`config.mk`:
```
export PLATFORM = sky130hd
export DESIGN_NAME = smc_standby_ctrl
export DESIGN_NICKNAME = d
export VERILOG_FILES = /design/src/logic/smc_pkg.sv /design/src/logic/smc_standby_ctrl.sv
export SDC_FILE = /design/constraint.sdc
export NUM_CORES = 1
export LEC_CHECK = 0
export BUFFER_PORTS_ARGS = -buffer_cell sky130_fd_sc_hd__buf_2
export CAP_MARGIN = 0
export CORE_ASPECT_RATIO = 1.25
export CORE_MARGIN = 2
export CORE_UTILIZATION = 59
export DETAILED_ROUTE_END_ITERATION = 8
export PLACE_DENSITY = 0.91
export SETUP_SLACK_MARGIN = 0.2
export SYNTH_ARGS = -nofsm -noshare
export SYNTH_HDL_FRONTEND = slang
export SYNTH_SLANG_ARGS = --single-unit
```
`constraint.sdc`:
```
create_clock -name i_clk -period 4.5 [get_ports i_clk]
set_input_delay 1.125 -clock i_clk [delete_from_list [all_inputs] [get_ports i_clk]]
set_output_delay 1.125 -clock i_clk [all_outputs]
set_load 0.005 [all_outputs]
```
`src/logic/smc_pkg.sv`:
```
/*
 * Constants and types shared by the standby mode controller.
 * Assumes a 32-bit AXI4-Lite register bus with byte addresses.
 */
`default_nettype none

package smc_pkg;

    // Peripheral clock gate vector layout
    localparam int unsigned NPERIPH = 28;
    localparam int unsigned TA_LSB = 0;
    localparam int unsigned TA_NUM = 6;
    localparam int unsigned TB_LSB = 6;
    localparam int unsigned TB_NUM = 14;
    localparam int unsigned SIO_LSB = 20;
    localparam int unsigned SIO_NUM = 5;
    localparam int unsigned SBI_BIT = 25;
    localparam int unsigned ADC_BIT = 26;
    localparam int unsigned WDT_BIT = 27;

    // Register byte offsets
    localparam logic [7:0] CTRL_OFF = 8'h00;
    localparam logic [7:0] IDLE_RUN_OFF = 8'h04;
    localparam logic [7:0] STATUS_OFF = 8'h08;

    // Control register fields
    localparam int unsigned SEL_LSB = 0;
    localparam int unsigned SLOW_BIT = 2;
    localparam logic [1:0] SEL_STOP = 2'h1;
    localparam logic [1:0] SEL_SLEEP = 2'h2;
    localparam logic [1:0] SEL_IDLE = 2'h3;
    localparam logic [1:0] SEL_RST = 2'h0;
    localparam logic [NPERIPH-1:0] IDLE_RUN_RST = 28'h0000000;

    // Status register bits, one per mode
    localparam int unsigned ST_WARMUP_BIT = 0;
    localparam int unsigned ST_NORMAL_BIT = 1;
    localparam int unsigned ST_SLOW_BIT = 2;
    localparam int unsigned ST_IDLE_HALT_BIT = 3;
    localparam int unsigned ST_IDLE_DOZE_BIT = 4;
    localparam int unsigned ST_SLEEP_BIT = 5;
    localparam int unsigned ST_STOP_BIT = 6;

    // Warm-up after reset, in oscillator periods (one clock each)
    localparam int unsigned WARMUP_EXP = 14;
    localparam int unsigned WARMUP_CYCLES = 1 << WARMUP_EXP;

    localparam logic [1:0] RESP_OKAY = 2'h0;
    localparam logic [1:0] RESP_SLVERR = 2'h2;

    // Warm-up first so that an all-zero reset lands there
    typedef enum logic [2:0] {
        M_WARMUP,
        M_NORMAL,
        M_SLOW,
        M_IDLE_HALT,
        M_IDLE_DOZE,
        M_SLEEP,
        M_STOP
    } smc_mode_t;

endpackage

`default_nettype wire

```
`src/logic/smc_standby_ctrl.sv`:
```
/*
 * Standby mode controller: mode sequencer, clock gate outputs and the
 * AXI4-Lite register slave that configures them.
 * Assumes halt, doze, wake and DMA request come from logic on i_clk.
 */
// The implementer's own choices: register access over AXI4-Lite and the register addresses.
`timescale 1ns/1ps
`default_nettype none

module smc_standby_ctrl #(
    parameter int unsigned AW = 8,
    parameter int unsigned WARMUP_CYCLES = smc_pkg::WARMUP_CYCLES
) (
    input wire logic i_clk,
    input wire logic i_rst_b,
    input wire logic [AW-1:0] i_awaddr,
    input wire logic i_awvalid,
    output logic o_awready,
    input wire logic [31:0] i_wdata,
    input wire logic [3:0] i_wstrb,
    input wire logic i_wvalid,
    output logic o_wready,
    output logic [1:0] o_bresp,
    output logic o_bvalid,
    input wire logic i_bready,
    input wire logic [AW-1:0] i_araddr,
    input wire logic i_arvalid,
    output logic o_arready,
    output logic [31:0] o_rdata,
    output logic [1:0] o_rresp,
    output logic o_rvalid,
    input wire logic i_rready,
    input wire logic i_halt_req,
    input wire logic i_doze_req,
    input wire logic i_wake_irq,
    input wire logic i_dma_bus_req,
    output logic o_cpu_clk_en,
    output logic o_fast_osc_en,
    output logic o_slow_osc_en,
    output logic o_pll_en,
    output logic [smc_pkg::NPERIPH-1:0] o_periph_clk_en,
    output logic o_rtc_clk_en,
    output logic o_pulse_cnt_clk_en,
    output logic o_key_wakeup_pullup_clk_en,
    output logic o_interrupt_controller_unit_clk_en,
    output logic o_external_bus_interface_unit_clk_en,
    output logic o_parallel_ports_clk_en,
    output logic o_dma_clk_en,
    output logic o_dma_bus_grant
);

    localparam int unsigned NP = smc_pkg::NPERIPH;
    localparam int unsigned WCW = $clog2(WARMUP_CYCLES);
    localparam logic [WCW-1:0] WARM_LAST = WCW'(WARMUP_CYCLES - 1);

    typedef struct packed {
        smc_pkg::smc_mode_t mode;
        logic [WCW-1:0] wcnt;
        logic halt_q;
        logic doze_q;
        logic [1:0] sel;
        logic slow;
        logic [NP-1:0] idle_run;
        logic awready;
        logic wready;
        logic have_aw;
        logic have_w;
        logic [AW-1:0] awaddr;
        logic [31:0] wdata;
        logic [3:0] wstrb;
        logic bvalid;
        logic [1:0] bresp;
        logic arready;
        logic rvalid;
        logic [31:0] rdata;
        logic [1:0] rresp;
        logic cpu_en;
        logic fosc_en;
        logic fs_en;
        logic pll_en;
        logic [NP-1:0] periph_en;
        logic rtc_en;
        logic pcnt_en;
        logic key_wakeup_pullup_en;
        logic interrupt_controller_unit_en;
        logic external_bus_interface_unit_en;
        logic pio_en;
        logic dma_en;
        logic dma_grant;
    } smc_state_t;

    smc_state_t s_r;
    smc_state_t s_nxt;
    logic halt_rise;
    logic doze_rise;
    logic [31:0] wword;

    ////////////////////////////////////////////////////////////////////////
    // Register decode helpers

    function automatic logic addr_hit(input logic [AW-1:0] a, input logic [7:0] off);
        addr_hit = (a[AW-1:2] == off[AW-1:2]);
    endfunction

    function automatic logic addr_ok(input logic [AW-1:0] a);
        addr_ok = addr_hit(a, smc_pkg::CTRL_OFF) || addr_hit(a, smc_pkg::IDLE_RUN_OFF)
            || addr_hit(a, smc_pkg::STATUS_OFF);
    endfunction

    function automatic logic [31:0] merge(input logic [31:0] old, input logic [31:0] d,
            input logic [3:0] strb);
        merge = old;
        for (int i = 0; i < 4; i++) begin
            if (strb[i]) begin
                merge[8*i +: 8] = d[8*i +: 8];
            end
        end
    endfunction

    function automatic logic [31:0] ctrl_word(input smc_state_t s);
        ctrl_word = 32'h00000000;
        ctrl_word[smc_pkg::SEL_LSB +: 2] = s.sel;
        ctrl_word[smc_pkg::SLOW_BIT] = s.slow;
    endfunction

    function automatic logic [31:0] read_word(input smc_state_t s, input logic [AW-1:0] a);
        read_word = 32'h00000000;
        if (addr_hit(a, smc_pkg::CTRL_OFF)) begin
            read_word = ctrl_word(s);
        end else if (addr_hit(a, smc_pkg::IDLE_RUN_OFF)) begin
            read_word[NP-1:0] = s.idle_run;
        end else if (addr_hit(a, smc_pkg::STATUS_OFF)) begin
            read_word[smc_pkg::ST_WARMUP_BIT] = (s.mode == smc_pkg::M_WARMUP);
            read_word[smc_pkg::ST_NORMAL_BIT] = (s.mode == smc_pkg::M_NORMAL);
            read_word[smc_pkg::ST_SLOW_BIT] = (s.mode == smc_pkg::M_SLOW);
            read_word[smc_pkg::ST_IDLE_HALT_BIT] = (s.mode == smc_pkg::M_IDLE_HALT);
            read_word[smc_pkg::ST_IDLE_DOZE_BIT] = (s.mode == smc_pkg::M_IDLE_DOZE);
            read_word[smc_pkg::ST_SLEEP_BIT] = (s.mode == smc_pkg::M_SLEEP);
            read_word[smc_pkg::ST_STOP_BIT] = (s.mode == smc_pkg::M_STOP);
        end
    endfunction

    ////////////////////////////////////////////////////////////////////////
    // Next state

    always_comb begin
        s_nxt = s_r;
        wword = 32'h00000000;
        // Edges only, so a request still high after wake-up does not re-enter
        halt_rise = i_halt_req && !s_r.halt_q;
        doze_rise = i_doze_req && !s_r.doze_q;
        s_nxt.halt_q = i_halt_req;
        s_nxt.doze_q = i_doze_req;

        case (s_r.mode)
            smc_pkg::M_WARMUP: begin
                if (s_r.wcnt == WARM_LAST) begin
                    s_nxt.mode = smc_pkg::M_NORMAL;
                    s_nxt.wcnt = '0;
                end else begin
                    s_nxt.wcnt = s_r.wcnt + WCW'(1);
                end
            end
            smc_pkg::M_NORMAL: begin
                if (doze_rise) begin
                    s_nxt.mode = smc_pkg::M_IDLE_DOZE;
                end else if (halt_rise) begin
                    case (s_r.sel)
                        smc_pkg::SEL_STOP: s_nxt.mode = smc_pkg::M_STOP;
                        smc_pkg::SEL_SLEEP: s_nxt.mode = smc_pkg::M_SLEEP;
                        default: s_nxt.mode = smc_pkg::M_IDLE_HALT;
                    endcase
                end else if (s_r.slow) begin
                    s_nxt.mode = smc_pkg::M_SLOW;
                end
            end
            smc_pkg::M_SLOW: begin
                if (doze_rise) begin
                    s_nxt.mode = smc_pkg::M_IDLE_DOZE;
                end else if (!s_r.slow) begin
                    s_nxt.mode = smc_pkg::M_NORMAL;
                end
            end
            smc_pkg::M_IDLE_HALT, smc_pkg::M_IDLE_DOZE: begin
                if (i_wake_irq) begin
                    s_nxt.mode = smc_pkg::M_NORMAL;
                end
            end
            smc_pkg::M_SLEEP, smc_pkg::M_STOP: begin
                // Oscillator was off or slow only, so settle it again
                if (i_wake_irq) begin
                    s_nxt.mode = smc_pkg::M_WARMUP;
                    s_nxt.wcnt = '0;
                end
            end
            default: begin
                s_nxt.mode = smc_pkg::M_WARMUP;
                s_nxt.wcnt = '0;
            end
        endcase

        // Clock gates follow the mode being entered
        s_nxt.cpu_en = 1'b0;
        s_nxt.fosc_en = 1'b1;
        s_nxt.fs_en = 1'b1;
        s_nxt.pll_en = 1'b1;
        s_nxt.periph_en = '0;
        s_nxt.rtc_en = 1'b0;
        s_nxt.pcnt_en = 1'b0;
        s_nxt.key_wakeup_pullup_en = 1'b0;
        s_nxt.interrupt_controller_unit_en = 1'b0;
        s_nxt.external_bus_interface_unit_en = 1'b0;
        s_nxt.pio_en = 1'b0;
        s_nxt.dma_en = 1'b0;
        s_nxt.dma_grant = 1'b0;
        case (s_nxt.mode)
            smc_pkg::M_NORMAL: begin
                s_nxt.cpu_en = 1'b1;
                s_nxt.periph_en = '1;
                s_nxt.rtc_en = 1'b1;
                s_nxt.pcnt_en = 1'b1;
                s_nxt.key_wakeup_pullup_en = 1'b1;
                s_nxt.interrupt_controller_unit_en = 1'b1;
                s_nxt.external_bus_interface_unit_en = 1'b1;
                s_nxt.pio_en = 1'b1;
                s_nxt.dma_en = 1'b1;
            end
            smc_pkg::M_SLOW: begin
                s_nxt.cpu_en = 1'b1;
                s_nxt.pll_en = 1'b0;
                s_nxt.periph_en[smc_pkg::WDT_BIT] = 1'b1;
                s_nxt.rtc_en = 1'b1;
                s_nxt.interrupt_controller_unit_en = 1'b1;
                s_nxt.external_bus_interface_unit_en = 1'b1;
                s_nxt.pio_en = 1'b1;
            end
            smc_pkg::M_IDLE_HALT, smc_pkg::M_IDLE_DOZE: begin
                s_nxt.periph_en = s_r.idle_run;
                s_nxt.rtc_en = 1'b1;
                s_nxt.pcnt_en = 1'b1;
                s_nxt.key_wakeup_pullup_en = 1'b1;
                s_nxt.interrupt_controller_unit_en = 1'b1;
                s_nxt.external_bus_interface_unit_en = 1'b1;
                if (s_nxt.mode == smc_pkg::M_IDLE_DOZE) begin
                    s_nxt.pio_en = 1'b1;
                    s_nxt.dma_en = 1'b1;
                    s_nxt.dma_grant = i_dma_bus_req;
                end
                // Halt idle leaves grant low whatever DMA asks
            end
            smc_pkg::M_SLEEP: begin
                s_nxt.fosc_en = 1'b0;
                s_nxt.pll_en = 1'b0;
                s_nxt.rtc_en = 1'b1;
                s_nxt.pcnt_en = 1'b1;
                s_nxt.key_wakeup_pullup_en = 1'b1;
            end
            smc_pkg::M_STOP: begin
                s_nxt.fosc_en = 1'b0;
                s_nxt.fs_en = 1'b0;
                s_nxt.pll_en = 1'b0;
            end
            default: begin
                // Warm-up: oscillators and PLL settle, nothing clocked
            end
        endcase

        // Write channel
        if (s_r.bvalid && i_bready) begin
            s_nxt.bvalid = 1'b0;
        end
        if (i_awvalid && s_r.awready) begin
            s_nxt.have_aw = 1'b1;
            s_nxt.awaddr = i_awaddr;
        end
        if (i_wvalid && s_r.wready) begin
            s_nxt.have_w = 1'b1;
            s_nxt.wdata = i_wdata;
            s_nxt.wstrb = i_wstrb;
        end
        if (s_nxt.have_aw && s_nxt.have_w && !s_nxt.bvalid) begin
            s_nxt.have_aw = 1'b0;
            s_nxt.have_w = 1'b0;
            s_nxt.bvalid = 1'b1;
            s_nxt.bresp = addr_ok(s_nxt.awaddr) ? smc_pkg::RESP_OKAY : smc_pkg::RESP_SLVERR;
            if (addr_hit(s_nxt.awaddr, smc_pkg::CTRL_OFF)) begin
                wword = merge(ctrl_word(s_r), s_nxt.wdata, s_nxt.wstrb);
                s_nxt.sel = wword[smc_pkg::SEL_LSB +: 2];
                s_nxt.slow = wword[smc_pkg::SLOW_BIT];
            end else if (addr_hit(s_nxt.awaddr, smc_pkg::IDLE_RUN_OFF)) begin
                wword = merge(32'(s_r.idle_run), s_nxt.wdata, s_nxt.wstrb);
                s_nxt.idle_run = wword[NP-1:0];
            end
        end
        s_nxt.awready = !s_nxt.have_aw && !s_nxt.bvalid;
        s_nxt.wready = !s_nxt.have_w && !s_nxt.bvalid;

        // Read channel
        if (s_r.rvalid && i_rready) begin
            s_nxt.rvalid = 1'b0;
        end
        if (i_arvalid && s_r.arready) begin
            s_nxt.rvalid = 1'b1;
            s_nxt.rdata = read_word(s_r, i_araddr);
            s_nxt.rresp = addr_ok(i_araddr) ? smc_pkg::RESP_OKAY : smc_pkg::RESP_SLVERR;
        end
        s_nxt.arready = !s_nxt.rvalid;
    end

    ////////////////////////////////////////////////////////////////////////
    // State register

    always_ff @(posedge i_clk or negedge i_rst_b) begin
        if (!i_rst_b) begin
            // All zero: warm-up, count zero, gates closed, select and idle bits cleared
            s_r <= '0;
        end else begin
            s_r <= s_nxt;
        end
    end

    ////////////////////////////////////////////////////////////////////////
    // Outputs

    assign o_awready = s_r.awready;
    assign o_wready = s_r.wready;
    assign o_bresp = s_r.bresp;
    assign o_bvalid = s_r.bvalid;
    assign o_arready = s_r.arready;
    assign o_rdata = s_r.rdata;
    assign o_rresp = s_r.rresp;
    assign o_rvalid = s_r.rvalid;
    assign o_cpu_clk_en = s_r.cpu_en;
    assign o_fast_osc_en = s_r.fosc_en;
    assign o_slow_osc_en = s_r.fs_en;
    assign o_pll_en = s_r.pll_en;
    assign o_periph_clk_en = s_r.periph_en;
    assign o_rtc_clk_en = s_r.rtc_en;
    assign o_pulse_cnt_clk_en = s_r.pcnt_en;
    assign o_key_wakeup_pullup_clk_en = s_r.key_wakeup_pullup_en;
    assign o_interrupt_controller_unit_clk_en = s_r.interrupt_controller_unit_en;
    assign o_external_bus_interface_unit_clk_en = s_r.external_bus_interface_unit_en;
    assign o_parallel_ports_clk_en = s_r.pio_en;
    assign o_dma_clk_en = s_r.dma_en;
    assign o_dma_bus_grant = s_r.dma_grant;

endmodule

`default_nettype wire

```
==> metrics.md <==
| Metric | Value |
|---|---|
| Hold Violations, Final | `0` |
| Gpl congestion | `0.8686` |
| CTS Hold Bufs | `0` |
| Slew Viols, Final | `0` |
| Vias in the first global route | `5187` |
| Cell variety after synth | `51` |
| Pwr Density | `615.2 nW/um^2` |
| Layout cells sized above 1 | `32.74%` |
| Nets | `783` |
| Max IR drop VDD | `0.3261 mV` |
| Most common cell after layout, fill and taps aside | `dfrtp_1` |
| Via count | `5131` |
| Vias per cell | `5.739` |
| Crit path required time | `4800 ps` |
| Skew-Pair Late Insertion Delay | `420 ps` |
| Min Tclk post-route | `3240 ps` |
| Final critical-path share of the clock period | `71.99%` |
| Largest register FFs | `90` |
| Die Span Y | `127.9 um` |
| Cell Rows | `45` |
| RSZ-0062 raised after global routing | `false` |
| Yosys warning total | `0` |
| Hold crit path type | `register to register` |
| Router iterations before antenna repair | `5` |
| WL/cell | `17.81 um` |
| Synthesized flop and latch total | `163` |
| Clock sink count | `163` |
| Clk buf depth | `2` |
| Most flop-heavy register | `s_r` |
| DR DRC count | `0` |
| Die W | `103.1 um` |
| Num ports | `144` |
| Most frequent cells in the layout | `dfrtp_1, buf_2, nand2_1` |
| CTS clk-pin slew, worst paths | `60 ps` |
| Mapped cell area | `7247 sq um` |
| Yosys top cell area share | `56.28%` |
| Final Non-Filler Cells | `894` |
| Layout Area Growth over Synthesis | `12.00%` |
| Max_cap viols | `0` |
| Ant diodes | `0` |
| Placed insts | `862` |
| Worst Max-Slew Pin Slew | `1039 ps` |
| CTS Buf Count | `17` |
| Root Driver | `clkbuf_16` |
| Die ar. | `13190 sq um` |
| Mean Syn Cell Area | `11.05 sq um` |
| Ys async rst share | `100.0%` |
| Most used DFF post-synth | `dfrtp_1` |
| Max FO, Critical Path | `8` |
| Worst EP arrival | `3540 ps` |
| CP Launch Type | `primary input` |
| Worst clock skew | `9.607 ps` |
| DP HPWL | `10580 um` |
| H-tree depth | `4` |
| Final setup violating endpoints | `0` |
| PortBufs | `129` |
| Total track usage | `25.66%` |
| Cell taking the most area after synthesis | `dfrtp_1` |
| Crit Path Category | `primary input to register` |
| Fmax | `308.7 MHz` |
| Synth Instances | `656` |
| Largest net degree at the start of global routing | `103` |
| Initial antenna violation count | `0` |
| Post-route setup TNS | `0 ps` |
| Post_cts resized | `0` |
| Critical Path Sink Type | `register` |
| Postcts setup bufs | `0` |
| Post-synth EDFFs | `0` |
| Routed Antenna Nets | `0` |
| CTS tree | `built` |
| Global-route wire length before repair | `25780 um` |
| Initial DRC Count | `303` |
| Slew HR | `30.57%` |
| Routed wire length | `15930 um` |
| Initial Util | `60.15%` |
| Grt ovf | `0` |
| Static Leak | `3.846 nW` |
| Outcome | `finished clean` |
| Total core area | `12050 sq um` |
| Area contributors post-synth | `dfrtp_1, mux2_2, buf_4` |
| Register area share after synthesis | `56.28%` |
[final cells by class]
| class | instances | area (sq um) |
|---|---|---|
| fillers | 910 | 3933 |
| repair buffers | 137 | 724.4 |
| clock buffers | 20 | 436.7 |
| clock inverters | 12 | 131.4 |
| inverters | 9 | 33.78 |
| multi-input cells | 389 | 2506 |
| well taps | 164 | 205.2 |
| flip-flops and latches | 163 | 4079 |
[routing by layer]
metal / vias up / global-route usage, % / wire (um)
li1: 2331 / - / -
met4: 0 / 10.14 / 425
met2: 233 / 42.51 / 8354
met3: 37 / 5.344 / 886
met5: - / 0 / 0
met1: 2530 / 32.94 / 6259
[synth_stat cells (all sizes together) (2+ instances only)]
library cell / number
a32oi: 4
mux2: 67
or4: 4
o21ai: 81
a221oi: 3
and2: 5
nand3: 6
nor3b: 3
nand2b: 2
o31ai: 11
inv: 9
and3: 4
nor2: 30
nand4: 5
xnor2: 2
a21oi: 38
ha: 3
dfrtp: 163
and4: 3
mux2i: 2
o211ai: 2
nor2b: 14
nor3: 6
buf: 76
clkbuf: 24
nand2: 68
nor4: 3
a31oi: 2
[worst max-delay path, cell delays in order]
cell     delay [ps]
buf_2           100
or4_1           510
nor2_1          150
a21oi_1          80
or3b_1          480
nor2b_1         670
mux2_2          420
[worst paths after layout]
kind | slack (ps) | from | cells after the start | to
worst max-delay path | 1260 | i_awaddr[6] | 7 | s_r[146]$_DFFE_PN0P_
worst min-delay path | 490 | o_rdata[7]$_DFFE_PN0P_ | 2 | o_rdata[7]$_DFFE_PN0P_
worst max register to register | 1410 | s_r[175]$_DFF_PN0_ | 6 | o_periph_clk_en[4]$_DFF_PN0_
worst min register to register | 490 | o_rdata[7]$_DFFE_PN0P_ | 2 | o_rdata[7]$_DFFE_PN0P_
max in group asynchronous | 2870 | i_rst_b | 2 | s_r[92]$_DFF_PN0_
min in group asynchronous | 790 | i_rst_b | 1 | s_r[119]$_DFF_PN0_
[per-stage QoR]
| stage | utilization [%] | worst slack [ps] | hold slack [ps] | cell area, sq um | total power (W) |
|---|---|---|---|---|---|
| after global routing | 67.36 | 1137 | 509.1 | 8117 | 0.005275 |
| after detailed placement | 62.65 | 873.7 | 469.9 | 7548 | 0.003571 |
| final | 67.36 | 1260 | 486.0 | 8117 | 0.004994 |
| after CTS | 67.36 | 1267 | 483.4 | 8117 | 0.004991 |
| after global placement | 62.65 | 904.9 | 461.2 | 7548 | 0.003475 |
| after floorplan | - | 1513 | 449.8 | 7266 | 0.003226 |
[cells by family (layout without fill, tap and decap cells)]
family                     count (synthesis)  in the layout  synth area share, %
AOI/OAI and AO/OA                        150            150                12.02
xor gates and xnor gates                   2              2               0.2418
adders and majority gates                  4              4               0.6561
buffers and inverters                    109            178                9.392
DFF                                      163            163                56.28
muxes                                     69             69                10.69
other                                      1              6              0.05175
and+or+nand+nor                          158            158                10.67
[power by group]
part	switching (W)	internal, W	total (W)
Clock	0.000584	0.000818	0.00140
Combinational	0.000828	0.000610	0.00144
Sequential	0.000243	0.00191	0.00215
No activity file was read; power rests on OpenSTA's default activity.
